--- src/verilog/reset_strap_defines.svh ---
// Constants for the reset and strap configuration block
`ifndef RESET_STRAP_DEFINES_SVH
`define RESET_STRAP_DEFINES_SVH

`define TEST_NORMAL 2'b00
`define TEST_NAND 2'b11
`define NAND_WIDTH 8
`define STRAP_WIDTH 9

`endif

--- src/verilog/reset_strap_pkg.sv ---
// Types for the reset and strap configuration block
package reset_strap_pkg;
    typedef enum logic [1:0] {
        MASTER_STYLE_A,
        MASTER_STYLE_B,
        MASTER_STYLE_C
    } master_style_t;
    typedef enum logic {
        SLAVE_A_PLUS_C,
        SLAVE_A_PLUS_B
    } slave_style_t;
    typedef enum logic [1:0] {
        MODE_NORMAL,
        MODE_RESERVED,
        MODE_NAND_TREE
    } test_mode_t;
endpackage

--- src/verilog/reset_sync.sv ---
// Reset synchroniser: asynchronous assert, clocked release
`timescale 1ns/1ps
module reset_sync (
    // Clock and raw reset
    input wire logic clock,
    input wire logic rawRst_n,
    // Synchronised reset
    output logic syncRst_n
);
    logic stage1_r;
    logic stage2_r;

    // Release only on a clock edge so no flop sees a runt release
    always_ff @(posedge clock or negedge rawRst_n) begin
        if (!rawRst_n) begin
            stage1_r <= 1'b0;
            stage2_r <= 1'b0;
        end else begin
            stage1_r <= 1'b1;
            stage2_r <= stage1_r;
        end
    end

    assign syncRst_n = stage2_r;
endmodule

--- src/verilog/sync_bit.sv ---
// Two-flop level synchroniser
`timescale 1ns/1ps
module sync_bit (
    // Clock and reset
    input wire logic clock,
    input wire logic arst_n,
    // Level in and out
    input wire logic d,
    input wire logic resetVal,
    output logic q
);
    logic meta_r;
    logic q_r;

    always_ff @(posedge clock or negedge arst_n) begin
        if (!arst_n) begin
            meta_r <= 1'b0;
            q_r <= 1'b0;
        end else begin
            meta_r <= d;
            q_r <= meta_r;
        end
    end

    assign q = q_r ^ resetVal;
endmodule

--- src/verilog/bridge_reset_and_strap_config.sv ---
// Reset control and reset-time strap sampling for the bus bridge
`timescale 1ns/1ps
`include "reset_strap_defines.svh"
module bridge_reset_and_strap_config (
    // PCI clock domain
    input wire logic clock,
    input wire logic arst_n,
    // Reset pins
    input wire logic localResetIn_n,
    input wire logic backendHealthy_n,
    output logic localResetOut_n,
    // Software control from register file
    input wire logic softResetHoldWrite,
    input wire logic softResetHoldData,
    input wire logic accessBlockWrite,
    input wire logic accessBlockData,
    output logic softResetHold,
    output logic pciAccessBlock,
    // Straps
    input wire logic masterEnableStrap,
    input wire logic burstProgressStrap,
    input wire logic transferWidthStrap,
    input wire logic eepromEnableStrap,
    input wire logic serialDataIn,
    input wire logic arbiterEnableStrap,
    input wire logic [1:0] testSelect,
    // Configuration results
    output logic pciMasterEnableBit,
    output reset_strap_pkg::master_style_t masterStyle,
    output reset_strap_pkg::slave_style_t slaveStyle,
    output logic eepromLoadStart,
    output logic arbiterEnable,
    output reset_strap_pkg::test_mode_t testMode,
    // NAND tree test
    input wire logic [`NAND_WIDTH-1:0] nandTreeIn,
    output logic serialClockOut,
    output logic serialClockOe,
    output logic outputsTristate,
    // PCI target control
    input wire logic targetSelected,
    output logic targetDecodeEnable,
    output logic devselForceOff,
    // Internal resets
    output logic deviceInReset,
    output logic coreRst_n
);
    import reset_strap_pkg::*;

    ////////////////////////////////////////////////////////////////////////
    logic pciRst_n;
    logic localInRst_n;
    logic healthyRaw;
    logic localIn_s;
    logic unhealthy_s;
    logic anyRst_n;
    logic strapTaken_r;
    logic sampleStraps;
    logic [`STRAP_WIDTH-1:0] strap_s;

    // each reset released cleanly on a clock edge
    reset_sync pciRstSync (
        .clock(clock),
        .rawRst_n(arst_n),
        .syncRst_n(pciRst_n)
    );
    reset_sync localRstSync (
        .clock(clock),
        .rawRst_n(localResetIn_n),
        .syncRst_n(localInRst_n)
    );
    sync_bit healthySync (
        .clock(clock),
        .arst_n(arst_n),
        .d(backendHealthy_n),
        .resetVal(1'b0),
        .q(healthyRaw)
    );
    sync_bit localInSync (
        .clock(clock),
        .arst_n(arst_n),
        .d(localResetIn_n),
        .resetVal(1'b0),
        .q(localIn_s)
    );
    assign unhealthy_s = healthyRaw;

    // Straps are pins: two flops before sampling
    genvar g;
    generate
        for (g = 0; g < `STRAP_WIDTH; g = g + 1) begin : gStrap
            logic pin;
            if (g == 0) begin : gA
                assign pin = masterEnableStrap;
            end else if (g == 1) begin : gB
                assign pin = burstProgressStrap;
            end else if (g == 2) begin : gC
                assign pin = transferWidthStrap;
            end else if (g == 3) begin : gD
                assign pin = eepromEnableStrap;
            end else if (g == 4) begin : gE
                assign pin = serialDataIn;
            end else if (g == 5) begin : gF
                assign pin = accessBlockData;
            end else if (g == 6) begin : gG
                assign pin = arbiterEnableStrap;
            end else begin : gH
                assign pin = testSelect[g-7];
            end
            sync_bit strapSync (
                .clock(clock),
                .arst_n(arst_n),
                .d(pin),
                .resetVal(1'b0),
                .q(strap_s[g])
            );
        end
    endgenerate

    assign anyRst_n = pciRst_n & localIn_s & ~unhealthy_s;

    // One sample past release: PCI reset also clears the strap flops
    assign sampleStraps = ~anyRst_n | ~strapTaken_r;

    ////////////////////////////////////////////////////////////////////////
    // Decode of the style straps, used for master and slave
    function automatic master_style_t decodeMaster(input logic bp,
                                                   input logic wd);
        if (!bp) begin
            decodeMaster = MASTER_STYLE_A;
        end else if (wd) begin
            decodeMaster = MASTER_STYLE_B;
        end else begin
            decodeMaster = MASTER_STYLE_C;
        end
    endfunction

    function automatic slave_style_t decodeSlave(input logic wd);
        if (wd) begin
            decodeSlave = SLAVE_A_PLUS_B;
        end else begin
            decodeSlave = SLAVE_A_PLUS_C;
        end
    endfunction

    function automatic test_mode_t decodeTest(input logic [1:0] ts);
        if (ts == `TEST_NORMAL) begin
            decodeTest = MODE_NORMAL;
        end else if (ts == `TEST_NAND) begin
            decodeTest = MODE_NAND_TREE;
        end else begin
            decodeTest = MODE_RESERVED;
        end
    endfunction

    ////////////////////////////////////////////////////////////////////////
    // Soft reset hold: PCI reset or local reset input clears it, never reset by itself
    // this bit feeds no internal reset
    always_ff @(posedge clock or negedge pciRst_n) begin
        if (!pciRst_n) begin
            softResetHold <= 1'b0;
        end else if (!localIn_s) begin
            softResetHold <= 1'b0;
        end else if (softResetHoldWrite) begin
            softResetHold <= softResetHoldData;
        end
    end

    // Local reset output, PCI side view
    always_ff @(posedge clock or negedge pciRst_n) begin
        if (!pciRst_n) begin
            localResetOut_n <= 1'b0;
        end else if (!localIn_s) begin
            localResetOut_n <= 1'b1;
        end else if (softResetHoldWrite) begin
            localResetOut_n <= ~softResetHoldData;
        end else begin
            localResetOut_n <= ~softResetHold;
        end
    end

    ////////////////////////////////////////////////////////////////////////
    // Straps sampled while any reset is held, frozen after release
    always_ff @(posedge clock or negedge arst_n) begin
        if (!arst_n) begin
            strapTaken_r <= 1'b0;
        end else begin
            strapTaken_r <= anyRst_n;
        end
    end

    // Bus master enable
    always_ff @(posedge clock or negedge arst_n) begin
        if (!arst_n) begin
            pciMasterEnableBit <= 1'b0;
        end else if (sampleStraps) begin
            pciMasterEnableBit <= strap_s[0];
        end
    end

    // Local bus master style
    always_ff @(posedge clock or negedge arst_n) begin
        if (!arst_n) begin
            masterStyle <= MASTER_STYLE_A;
        end else if (sampleStraps) begin
            masterStyle <= decodeMaster(strap_s[1], strap_s[2]);
        end
    end

    // Local bus slave style
    always_ff @(posedge clock or negedge arst_n) begin
        if (!arst_n) begin
            slaveStyle <= SLAVE_A_PLUS_C;
        end else if (sampleStraps) begin
            slaveStyle <= decodeSlave(strap_s[2]);
        end
    end

    // Arbiter enable
    always_ff @(posedge clock or negedge arst_n) begin
        if (!arst_n) begin
            arbiterEnable <= 1'b0;
        end else if (sampleStraps) begin
            arbiterEnable <= strap_s[6];
        end
    end

    // Test mode; held until the next reset
    always_ff @(posedge clock or negedge arst_n) begin
        if (!arst_n) begin
            testMode <= MODE_NORMAL;
        end else if (sampleStraps) begin
            testMode <= decodeTest(strap_s[8:7]);
        end
    end

    // One pulse at release requests the EEPROM download
    always_ff @(posedge clock or negedge arst_n) begin
        if (!arst_n) begin
            eepromLoadStart <= 1'b0;
        end else begin
            eepromLoadStart <= anyRst_n & ~strapTaken_r
                               & (strap_s[3] | strap_s[4]);
        end
    end

    // Access block: strap at reset, cleared by local processor
    always_ff @(posedge clock or negedge arst_n) begin
        if (!arst_n) begin
            pciAccessBlock <= 1'b0;
        end else if (sampleStraps) begin
            pciAccessBlock <= strap_s[5];
        end else if (accessBlockWrite && !accessBlockData) begin
            pciAccessBlock <= 1'b0;
        end
    end

    ////////////////////////////////////////////////////////////////////////
    // Target gating; PCI side runs on PCI clock alone
    always_ff @(posedge clock or negedge arst_n) begin
        if (!arst_n) begin
            targetDecodeEnable <= 1'b0;
        end else begin
            targetDecodeEnable <= localIn_s;
        end
    end

    // Only a cycle already claimed needs its DEVSEL dropped
    always_ff @(posedge clock or negedge arst_n) begin
        if (!arst_n) begin
            devselForceOff <= 1'b0;
        end else begin
            devselForceOff <= ~localIn_s & targetSelected;
        end
    end

    // NAND tree onto serial clock pin; all else tristated
    always_ff @(posedge clock or negedge arst_n) begin
        if (!arst_n) begin
            serialClockOut <= 1'b1;
        end else begin
            serialClockOut <= ~(&nandTreeIn);
        end
    end

    always_ff @(posedge clock or negedge arst_n) begin
        if (!arst_n) begin
            serialClockOe <= 1'b0;
        end else begin
            serialClockOe <= (testMode == MODE_NAND_TREE);
        end
    end

    always_ff @(posedge clock or negedge arst_n) begin
        if (!arst_n) begin
            outputsTristate <= 1'b0;
        end else begin
            outputsTristate <= (testMode == MODE_NAND_TREE);
        end
    end

    // Reset view of the whole device
    always_ff @(posedge clock or negedge arst_n) begin
        if (!arst_n) begin
            deviceInReset <= 1'b1;
        end else begin
            deviceInReset <= ~anyRst_n;
        end
    end

    // Core reset: local input and PCI reset each assert all of it alike
    // The hold bit never reaches here, so soft reset stays external
    always_ff @(posedge clock or negedge arst_n) begin
        if (!arst_n) begin
            coreRst_n <= 1'b0;
        end else begin
            coreRst_n <= pciRst_n & localInRst_n;
        end
    end
endmodule

--- config.mk ---
export PLATFORM = sky130hd
export DESIGN_NAME = bridge_reset_and_strap_config
export DESIGN_NICKNAME = d
export VERILOG_FILES = /design/src/verilog/reset_strap_pkg.sv /design/src/verilog/reset_sync.sv /design/src/verilog/sync_bit.sv /design/src/verilog/bridge_reset_and_strap_config.sv
export VERILOG_INCLUDE_DIRS = /design/src /design/src/verilog
export SDC_FILE = /design/constraint.sdc
export NUM_CORES = 1
export LEC_CHECK = 0
export BUFFER_PORTS_ARGS = -buffer_cell sky130_fd_sc_hd__buf_2
export CORE_MARGIN = 4
export CORE_UTILIZATION = 43
export CTS_CLUSTER_DIAMETER = 120
export DETAILED_ROUTE_END_ITERATION = 7
export GPL_ROUTABILITY_DRIVEN = 0
export PLACE_DENSITY = 0.78
export SLEW_MARGIN = 30
export SYNTH_ARGS = -nofsm -noshare
export SYNTH_HDL_FRONTEND = slang
export SYNTH_SLANG_ARGS = --single-unit
--- constraint.sdc ---
create_clock -name clock -period 0.8 [get_ports clock]
set_input_delay 0.04 -clock clock [delete_from_list [all_inputs] [get_ports clock]]
set_output_delay 0.04 -clock clock [all_outputs]
set_load 0.05 [all_outputs]
# Word-level counts from Yosys, hierarchy flattened
# Cells that the tools add are included.
[word_totals] register_bits=44 inputBits=25 output_inout_bits=18 wordCells=76
[op_classes] n_eq_ne=3 muxes=11 bitwise_logic=15 n_reduce_logical=5
[ops] op="$mux 2" n=4
[ops] op="$reduce_and 8->1" n=1
[ops] op="$mux 1" n=7
[ops] op="$not 1->1" n=7
[ops] op="$and 1x1->1" n=6
[ops] op="$eq 2x2->1 const B" n=2
[ops] op="$logic_not 2->1" n=1
[ops] op="$ne 2x2->1 const B" n=1
[ops] op="$or 1x1->1" n=2
[ops] op="$reduce_bool 2->1" n=1
[ops] op="$logic_and 1x1->1" n=1
[ops] op="$logic_not 1->1" n=1

# Logic depth before layout (Yosys ltp)
# Gate-level depths: netlist (run 1).
[logic_depth] word_depth=5 depth_mapped=4

# Modules after synthesis
# Synthesis (run 1) repeated with hierarchy kept, for this count alone.
[unflattened] hier_cells=91 area_unflattened_um2=1456.4
[by_module_without_submodules] mod="bridge_reset_and_strap_config" instances=1 cells_each=52 area_per_inst_um2=701.9 seq_area_each_um2=452.9
[by_module_without_submodules] mod="sync_bit" instances=11 cells_each=3 area_per_inst_um2=58.8 seq_area_each_um2=50.0
[by_module_without_submodules] mod="reset_sync" instances=2 cells_each=3 area_per_inst_um2=53.8 seq_area_each_um2=50.0

# Worst setup path before layout (run 1)
# Ideal clock, no wire load.
[synth_timing] path_type="register to register" startpoint="reg, netlist name softResetHold" endpoint="reg softResetHold" arrival_ns=1.017 slack_ns=-0.340 path_stages_with_launch=3 period_less_slack_ns=1.140 path_cell_list="dfrtp_1 -> mux2_2 -> and2_1"
[synth_rtl] item="end signal: assignment" line_no="bridge_reset_and_strap_config.sv:164" rtl="softResetHold <= softResetHoldData;"
[synth_rtl] item="end: declaration" line_no="bridge_reset_and_strap_config.sv:17" rtl="output logic softResetHold,"

# Worst setup path in the final report (run 1)
[layout_timing] startpoint="reg healthySync.q_r" endpoint="reg slaveStyle"
[layout_via] elab_chain_cells=4
[layout_rtl] item="start: declaration" line_no="sync_bit.sv:13" rtl="logic q_r;"
[layout_rtl] item="start signal: assignment" line_no="sync_bit.sv:21" rtl="q_r <= meta_r;"
[layout_rtl] item="$not 1->1" line_no="bridge_reset_and_strap_config.sv:119" rtl="assign anyRst_n = pciRst_n & localIn_s & ~unhealthy_s;"
[layout_rtl] item="$and 1x1->1" line_no="bridge_reset_and_strap_config.sv:119"
[layout_rtl] item="$not 1->1" line_no="bridge_reset_and_strap_config.sv:122" rtl="assign sampleStraps = ~anyRst_n | ~strapTaken_r;"
[layout_rtl] item="$or 1x1->1" line_no="bridge_reset_and_strap_config.sv:122"
[layout_rtl] item="end signal: assignment" line_no="bridge_reset_and_strap_config.sv:214" rtl="slaveStyle <= decodeSlave(strap_s[2]);"
[layout_rtl] item="end: declaration" line_no="bridge_reset_and_strap_config.sv:30" rtl="output reset_strap_pkg::slave_style_t slaveStyle,"
# Every way passes these cells.
# A chain may end at the register's enable or synchronous reset.

==> impl_summary.md, run 1 <==
Placement
The half-perimeter wire length of the detailed placement result is 1620 um. The number of buffers added on ports is 42. The standard cell area after detailed placement is 1670 um2.

Floorplan
The die covers 4110 um2. The region available for standard cell placement spans 3030 um2. Pin placement for this block handled 43 I/O pins.

The number of cell rows is 20. In this run the vertical extent of the chip is 64.1 um. The chip width is 64.1 um.

The initial utilization of the core area, before any placement, comes to 44.7%.

CTS
After clock tree synthesis, the clock-pin slew on the worst setup and hold paths is 120 ps. The H-tree was split into 2 levels. The number of buffers added by the clock tree synthesis step is 5. The clock passes through at most 2 buffers. Clock tree synthesis found a total of 44 sinks. TritonCTS built the clock tree.

For the worst-skew pair, the clock arrives at the later sink with an insertion delay of between 300 and 400 ps. The root buffer cell is clkbuf_4.

STA
The number of max-slew violations in the final report is 0. Across the routed clock network, the largest skew measured is 19.1 ps. On the final layout, the worst hold slack is roughly 47 ps. The final worst-path setup slack is -325 ps. The number of failing hold endpoints at the final stage is 0. The maximum clock rate is between 800 and 900 MHz. Setup violations remaining at the end of the flow were counted as 33. In the finished design, the share of the clock period the worst path needs comes to 141%. Counting I/O delays and the setup requirement, the final critical path takes between 1000 and 1500 ps. Setup repair after global routing could not meet its margin everywhere.

Yosys
The share of the synthesized area in the top cell type is 77.7%. The combined area of all synthesized cells is between 1000 and 1500 um2. Synthesis instantiated 21 different standard cells from the library. The xor and xnor fraction of the mapped netlist area is 0%.

The synthesized netlist devotes around 1.5% of its cell area to compound gates. The cell count after synthesis is 78. The number of storage elements in the synthesis netlist is 44. The biggest area contributor in the post-synthesis netlist is dfrtp_1. Of the synthesized area, sequential elements account for 81.6%. The portion of synthesized area spent on multiplexers is 6.11%.

Yosys attributes the largest share of cell area to dfrtp_1, mux2_4, dfstp_2, mux2_2, o21ai_0. Summing the areas of all fa, ha and maj instances in the mapped netlist gives 0.925% of the synthesized area. The total of warnings raised by yosys is 0.

The synthesized netlist devotes 6.85% of its cell area to simple gates. The main combinational cell family by area after synthesis is simple AND/OR/NAND/NOR gates. A synthesized cell averages 17.3 um2.

Setup path
The setup path with the least slack is of type flip-flop to flip-flop. The data arrival at the endpoint of the critical path is 1360 ps. The required time of the critical path is 1040 ps. The startpoint kind of the worst setup timing path is a flip-flop. Of all nets on the critical path, the largest fanout is 5. STA classifies the critical path endpoint as a flip-flop.

The register-to-register setup slack is -320 ps.

Layout
The post-route netlist has 51.5% of its cells at a drive strength greater than 1. Fill cells in the final layout number 175. The final net count is around 190. The post-route standard cell area excluding fillers is 2200 um2. The top cell types in the final layout, fill and taps aside, are dfrtp_1, buf_2, dlygate4sd3_1, buf_6, buf_4. The area growth from synthesis to layout is 63.0%. The most common library cell in the layout ignoring fill and taps is dfrtp_1. The post-route core utilization is 72.8%. The repair_antennas step left the layout with diodes totalling 0.

Run status
The flow ran to the end, but the final reports show violations. The final reports fail on setup timing.

Power
The switching share of power is 24.8%. Total power for the finished layout comes to between 4 and 5 mW. The internal power component is 3.02 mW. Sequential cells account for 60.0% of the total power. The static leakage is 1.09 nW. The clock network accounts for 24.1% of the total power. The switching power is 0.999 mW. Combinational logic burns 16.0% of the power. The worst voltage drop across the vdd grid is ~1.1 mV. The power density over the cells is 1820 nW/um2.

Global route
The number of global-route vias before repair was 1,047. The total overflow left after global routing is 0. The number of antenna violations at the first check in global routing is 0.

For this run, the total global-route usage over all layers was measured as 15.5%. Entering global routing, the biggest net connects 25 pins. The first-pass GRT wire length is 4600 um.

Drt
The number of nets with antenna violations after detailed routing is 0. Dividing the detail-routed via count by the number of cells gives 4.33. The pre-antenna-repair detailed-routing pass consisted of 4 iterations. The overall routed net length is ~2600 um. The final routed wire length divided by cell count is ~13 um. The detailed router placed 897 vias in this run. The number of DRC violations after detailed routing is 0. After the first detailed-routing iteration, the DRC count stood at 38.

Hold path
The path class of the tightest hold or removal check is input port to flip-flop.

Flow run
The number of max-capacitance violations reported is 0.
-- power groups by stage --
stage | registers, mW | clock network [mW] | logic [mW]
floorplan | 2.59 | 0 | 0.0798
global placement | 2.42 | 0 | 0.415
detailed placement | 2.43 | 0 | 0.429
CTS | 2.41 | 0.996 | 0.607
global route | 2.43 | 1.11 | 0.685
finish | 2.41 | 0.967 | 0.642
-- layer usage --
layer / vias to the layer above / track usage, % / wire, um
li1: 420 / - / -
met1: 431 / 14.8 / 925
met2: 38 / 28.8 / 1440
met3: 8 / 4.22 / 164
met4: 0 / 9.70 / 74
met5: - / 0 / 0
-- cell type report --
type                       instances  area (um2)  share of cell area [%]
clock buffer                       8        48.8                    2.21
inverter                           5        18.8                   0.851
multi-input combinational         29         267                    12.1
sequential                        44        1110                    50.5
tap                               44        55.1                    2.50
timing repair buffer              77         703                    31.9
-- through the flow --
stage | TNS (ps) | cells | worst slack (ps)
2_1_floorplan | -2350 | 79 | -288
3_3_place_gp | -2280 | 168 | -279
3_5_place_dp | -2960 | 168 | -329
4_1_cts | -6170 | 204 | -305
5_1_grt | -7440 | 207 | -351
6_report | -5880 | 207 | -325
-- flip-flops by register name, summed over array words and instances (netlist names), 2 cells and up --
register,flops
gStrap.strapSync.meta_r,9
gStrap.strapSync.q_r,9
masterStyle,2
testMode,2
-- cell families (layout without fill, tap and decap cells) --
group / count (synthesis) / in the layout
compound gates: 4 / 4
fa+ha+maj: 1 / 1
buf+inv: 7 / 90
flops: 44 / 44
mux: 6 / 6
other cells: 1 / 2
simple gates: 15 / 16
-- worst paths after layout --
check / cells after the start / end / startpoint
max reg2reg: 2 / slaveStyle / healthySync.q_r
min in group asynchronous: 3 / pciAccessBlock / arst_n
min reg2reg: 1 / softResetHold / pciRstSync.syncRst_n
max: 2 / slaveStyle / healthySync.q_r
min: 4 / pciAccessBlock / accessBlockWrite
max in group asynchronous: 3 / localRstSync.syncRst_n / localResetIn_n
-- worst max-delay path: stages, from the launching register on --
cell	delay (ps)
dfrtp_1	430
nand4b_4	260
mux2_4	340
-- synth_stat cells --
cell type  instances
dfrtp_1           42
inv_1              5
mux2_4             4
o21ai_0            4
and2_1             2
dfstp_2            2
mux2_2             2
nand2_1            2
nand4_1            2
nor2_1             2
and2b_1            1
buf_4              1
buf_6              1
conb_1             1
ha_1               1
nand3_1            1
nand3b_1           1
nand4b_2           1
nor2b_1            1
nor3_1             1
or2_2              1
-- timing repair --
action | CTS | global route
endpoints found under the setup margin | 33 | 35
cloned | 1 | 0
setup buffers | 5 | 4
gates resized for setup | 45 | 6
hold endpoints to repair | 55 | 0
hold buffers | 22 | 0
pin swaps | 1 | 2
(Power assumes the default switching activity.)
==> inputs of run 2 (changes only) <==
Settings changed: CORE_UTILIZATION 43 to 44, GPL_ROUTABILITY_DRIVEN 0 to default, SYNTH_HIERARCHICAL from default to 1.
==> run 2 against run 1 <==
  * The flow still finishes with violations (setup timing)
  * Cell area increased by 5.7%
  * Non-clock buffer count increased by 1
  * Total power increased by 14%
  * Critical path type unchanged
==> impl_summary.md, run 2 <==
STA
The final period utilization was 164% (+23 points). The setup violation total in the final timing report was 34 (+3.0%). The smallest hold slack is 83.5 ps (+36.9 ps). The number of failing hold endpoints at the final stage came to 0 (unchanged). The final period demand of the worst path is 1310 ps (+185 ps).

The worst setup skew after layout was 6.35 ps (-12.7 ps). The final worst-path setup slack was -510 ps (-185 ps). The setup TNS after final layout is -8570 ps (-2680 ps). Setup repair after global routing could not meet its margin everywhere. The number of max-slew violations in the final report was 0 (unchanged).

The maximum clock rate was 764 MHz (-14%).

Layout
The largest registers in the layout are gStrap.strapSync/meta_r: 9 flops, gStrap.strapSync/q_r: 9 flops. The top cell types in the final layout, fill and taps aside, are dfrtp_1, buf_2, dlygate4sd3_1, buf_6, conb_1. The post-route core utilization came to 75.1% (+2.3 points). The final net count is 210 (+12%).

The relative area change from synthesis to final layout is 60.1%. The share of post-route cells with drive strength above 1 is 47.6% (-4.0 points). The number of fill cells was 192 (+9.7%). The sequential cell area in the final layout is 1110 um2 (-0.34%). The post-route standard cell area excluding fillers is 2330 um2 (+5.7%).

The area occupied by multi-input gates was 408 um2 (+53%). The final cell count without fillers is 229 (+11%). The most common library cell in the layout ignoring fill and taps is dfrtp_1. The number of antenna cells inserted came to 0 (unchanged).

Placement
The number of buffers added on ports is 42 (unchanged). The instance count after placement with tap cells included was 190 (+13%). The standard cell area after detailed placement is 1810 um2 (+8.3%). At the end of routability-driven placement, the weighted congestion stood at 0.675.

The half-perimeter wire length of the detailed placement result is 1820 um (+12%).

Flow run
The number of max-capacitance violations reported came to 0 (unchanged).

Power
The worst voltage drop across the vdd grid is 1.47 mV (+36%). The internal power component is 3.30 mW (+9.4%). The switching power came to 1.29 mW (+29%). The switching share of power came to 28.1% (+3.3 points). The portion of total power attributed to combinational logic is 23.3% (+7.3 points).

The power density over the cells came to 1970 nW/um2 (+8.2%). The share of total power in sequential cells is 53.7% (-6.3 points). The static leakage is 1.17 nW (+7.5%). The clock network fraction of design power is 23.0% (-1.1 points).

Setup path
The register-to-register setup slack is -510 ps (-180 ps). The required time of the critical path is 1040 ps (about the same). Walking the worst path, the cells encountered are xor2_2 > nand4b_4 > mux2_4.

The launching element of the worst setup path is localInSync/q_r. The critical path's largest stage delay was 380 ps (-50 ps). The slowest library cell on the worst path is dfrtp_1. The capturing element type of the critical path is a flip-flop. The cell family contributing the most delay on the critical path is flip-flops. The reg-to-reg endpoint is testMode[1]. The depth of the most critical reg-to-reg path came to 3 (+1). The startpoint identified for the worst register-to-register timing path is localInSync/q_r.

The count of buffering cells on the critical path with inverters included is 0 (unchanged). The kind of critical path is flip-flop to flip-flop. The startpoint kind of the worst setup timing path is a flip-flop. The depth of the critical timing path with buffers and inverters included is 3 (+1). The worst-path maximum fanout is 8 (+3).

The data arrival at the endpoint of the critical path was 1550 ps (+190 ps). The capturing instance or port of the critical path is testMode[1].

CTS
The number of buffers on the longest clock path is 2 (unchanged). TritonCTS built the clock tree. The number of buffers added by the clock tree synthesis step is 5 (unchanged). The later-pin clock latency in the skew report is 340 ps (about the same).

The clock-pin slew of the registers on the worst-case setup and hold paths is 110 ps (about the same). The maximum level of the CTS H-tree was 2 (unchanged). In this run the clock root is driven by a clkbuf_4.

The total clock sinks is 44 (unchanged).

Yosys
The mean post-synth cell area is 16.0 um2 (-7.7%). Ranked by total cell area, the synthesized netlist is headed by dfrtp_1, xor2_1, mux2_4, dfstp_2, mux2_2. The most frequently used cell type in the post-synthesis netlist is dfrtp_1.

The number of library cell types mapped by synthesis is 22 (+4.8%). The most used flip-flop cell after synthesis is dfrtp_1. The share of the synthesized area in the top cell type is 72.2% (-5.5 points). The number of storage elements in the synthesis netlist is 44 (unchanged). The total of warnings raised by yosys is 6 (+6).

The sequential area share after synthesis is 75.8% (-5.8 points). The async set or reset register ratio after synthesis came to 100% (unchanged). By count the netlist is led by dfrtp_1, xor2_1, inv_1. The cell count after synthesis is 91 (+17%). The combined area of all synthesized cells came to 1460 um2 (+7.7%). Of all cell types, the one taking the most synthesized area is dfrtp_1.

The number of enable-type register cells in the synthesized netlist is 0 (unchanged).

Floorplan
The overall die height is 65.5 um (+2.3%). The number of cell rows is 20 (unchanged). The effective utilization at floorplan is 46.9% (+2.3 points).

The area of the die is 4290 um2 (+4.6%). The chip width is 65.5 um (+2.3%). The number of I/O pins was 43 (unchanged). The area of the core is 3100 um2 (+2.5%).

Global route
The maximum number of pins on one net before global-route repair is 41 (+64%). The first-pass GRT wire length is 5150 um (+12%). The number of global-route vias before repair is 1,111 (+6.1%).

The global router's overall resource usage is 16.9% (+1.4 points). The global route total overflow was 0 (unchanged). The number of antenna violations at the first check in global routing is 0 (unchanged).

Run status
The flow ran to the end, but the final reports show violations. The checks that failed: setup timing.

Hold path
The tightest min-delay check is of the input port to flip-flop type. The worst hold path cell count is 3 (-1).

Drt
The number of DRC markers in iteration 0 is 31 (-18%). The number of DRC violations after detailed routing is 0 (unchanged). The via total after detailed routing is 976 (+8.8%). The number of nets with antenna violations after detailed routing is 0 (unchanged).

The overall routed net length is 3090 um (+19%). The detailed-routing iteration count for the pre-antenna-repair pass came to 2 (-2). The final routed wire length divided by cell count is 13.5 um (+7.3%). The via-per-instance ratio was 4.26 (-1.6%).
==> run 2: cell count changes after synthesis <==
cell    change
xor2_1     +11
conb_1      +2
==> run 2: worst min path at each step <==
stage / startpoint / end / slack, ps
finish: softResetHoldData / softResetHold / 80
global route: softResetHoldData / softResetHold / 60
CTS: nandTreeIn[7] / serialClockOut / 0.5
detailed placement: localResetIn_n / localRstSync/stage1_r / -160
global placement: localResetIn_n / localRstSync/stage1_r / -170
floorplan: arst_n / arbiterEnable / -260
==> run 2: logic make-up after synthesis <==
group                      after synthesis  share of synthesized area (%)
AOI/OAI and AO/OA                        4                           1.37
xor gates and xnor gates                11                           6.61
adders and majority gates                1                          0.859
buffers and inverters                    7                           2.58
DFF                                     44                           75.8
muxes                                    6                           5.67
other                                    3                          0.773
and+or+nand+nor                         15                           6.36
==> run 2: power groups by stage <==
stage / clock network [mW] / registers (mW) / logic, mW
6_report: 1.06 / 2.47 / 1.07
5_1_grt: 1.19 / 2.49 / 1.13
4_1_cts: 1.10 / 2.47 / 1.00
3_5_place_dp: 0 / 2.49 / 0.734
3_3_place_gp: 0 / 2.48 / 0.709
2_1_floorplan: 0 / 2.78 / 0.188
==> run 2: layout make-up <==
cell class | instances | share of cell area [%]
Sequential cell | 44 | 47.6
Timing Repair Buffer | 78 | 29.3
Tap cell | 44 | 2.36
Multi-Input combinational cell | 50 | 17.5
Clock buffer | 8 | 2.52
Inverter | 5 | 0.805
==> run 2: metrics by stage <==
| step | setup slack (ps) | total power, mW |
|---|---|---|
| after floorplan | -288 | 2.96 |
| after global placement | -423 | 3.19 |
| after detailed placement | -466 | 3.23 |
| after CTS | -477 | 4.57 |
| after global routing | -569 | 4.81 |
| final | -510 | 4.60 |
==> run 2: repair_timing <==
action / CTS / global route
buffers inserted: 7 / 3
resized for setup: 45 / 14
endpoints found under the hold margin: 56 / 1
pin swaps: 1 / 2
endpoints found under the setup margin: 34 / 35
hold buffers: 21 / 1
==> run 2: routing by layer <==
layer | part of all wire, % | vias to the layer above | GRT usage, %
li1 | - | 461 | -
met1 | 33 | 478 | 15.0
met2 | 60 | 33 | 34.8
met3 | 6.0 | 4 | 6.84
met4 | 1.4 | 0 | 3.11
met5 | 0 | - | 0
==> run 2: tightest hold or removal path: cells and delay by family <==
| kind | cells | cell delay, ps |
|---|---|---|
| AND/OR/NAND/NOR | 1 | 140 |
| multiplexers | 1 | 130 |
| buffers and inverters | 1 | 80 |
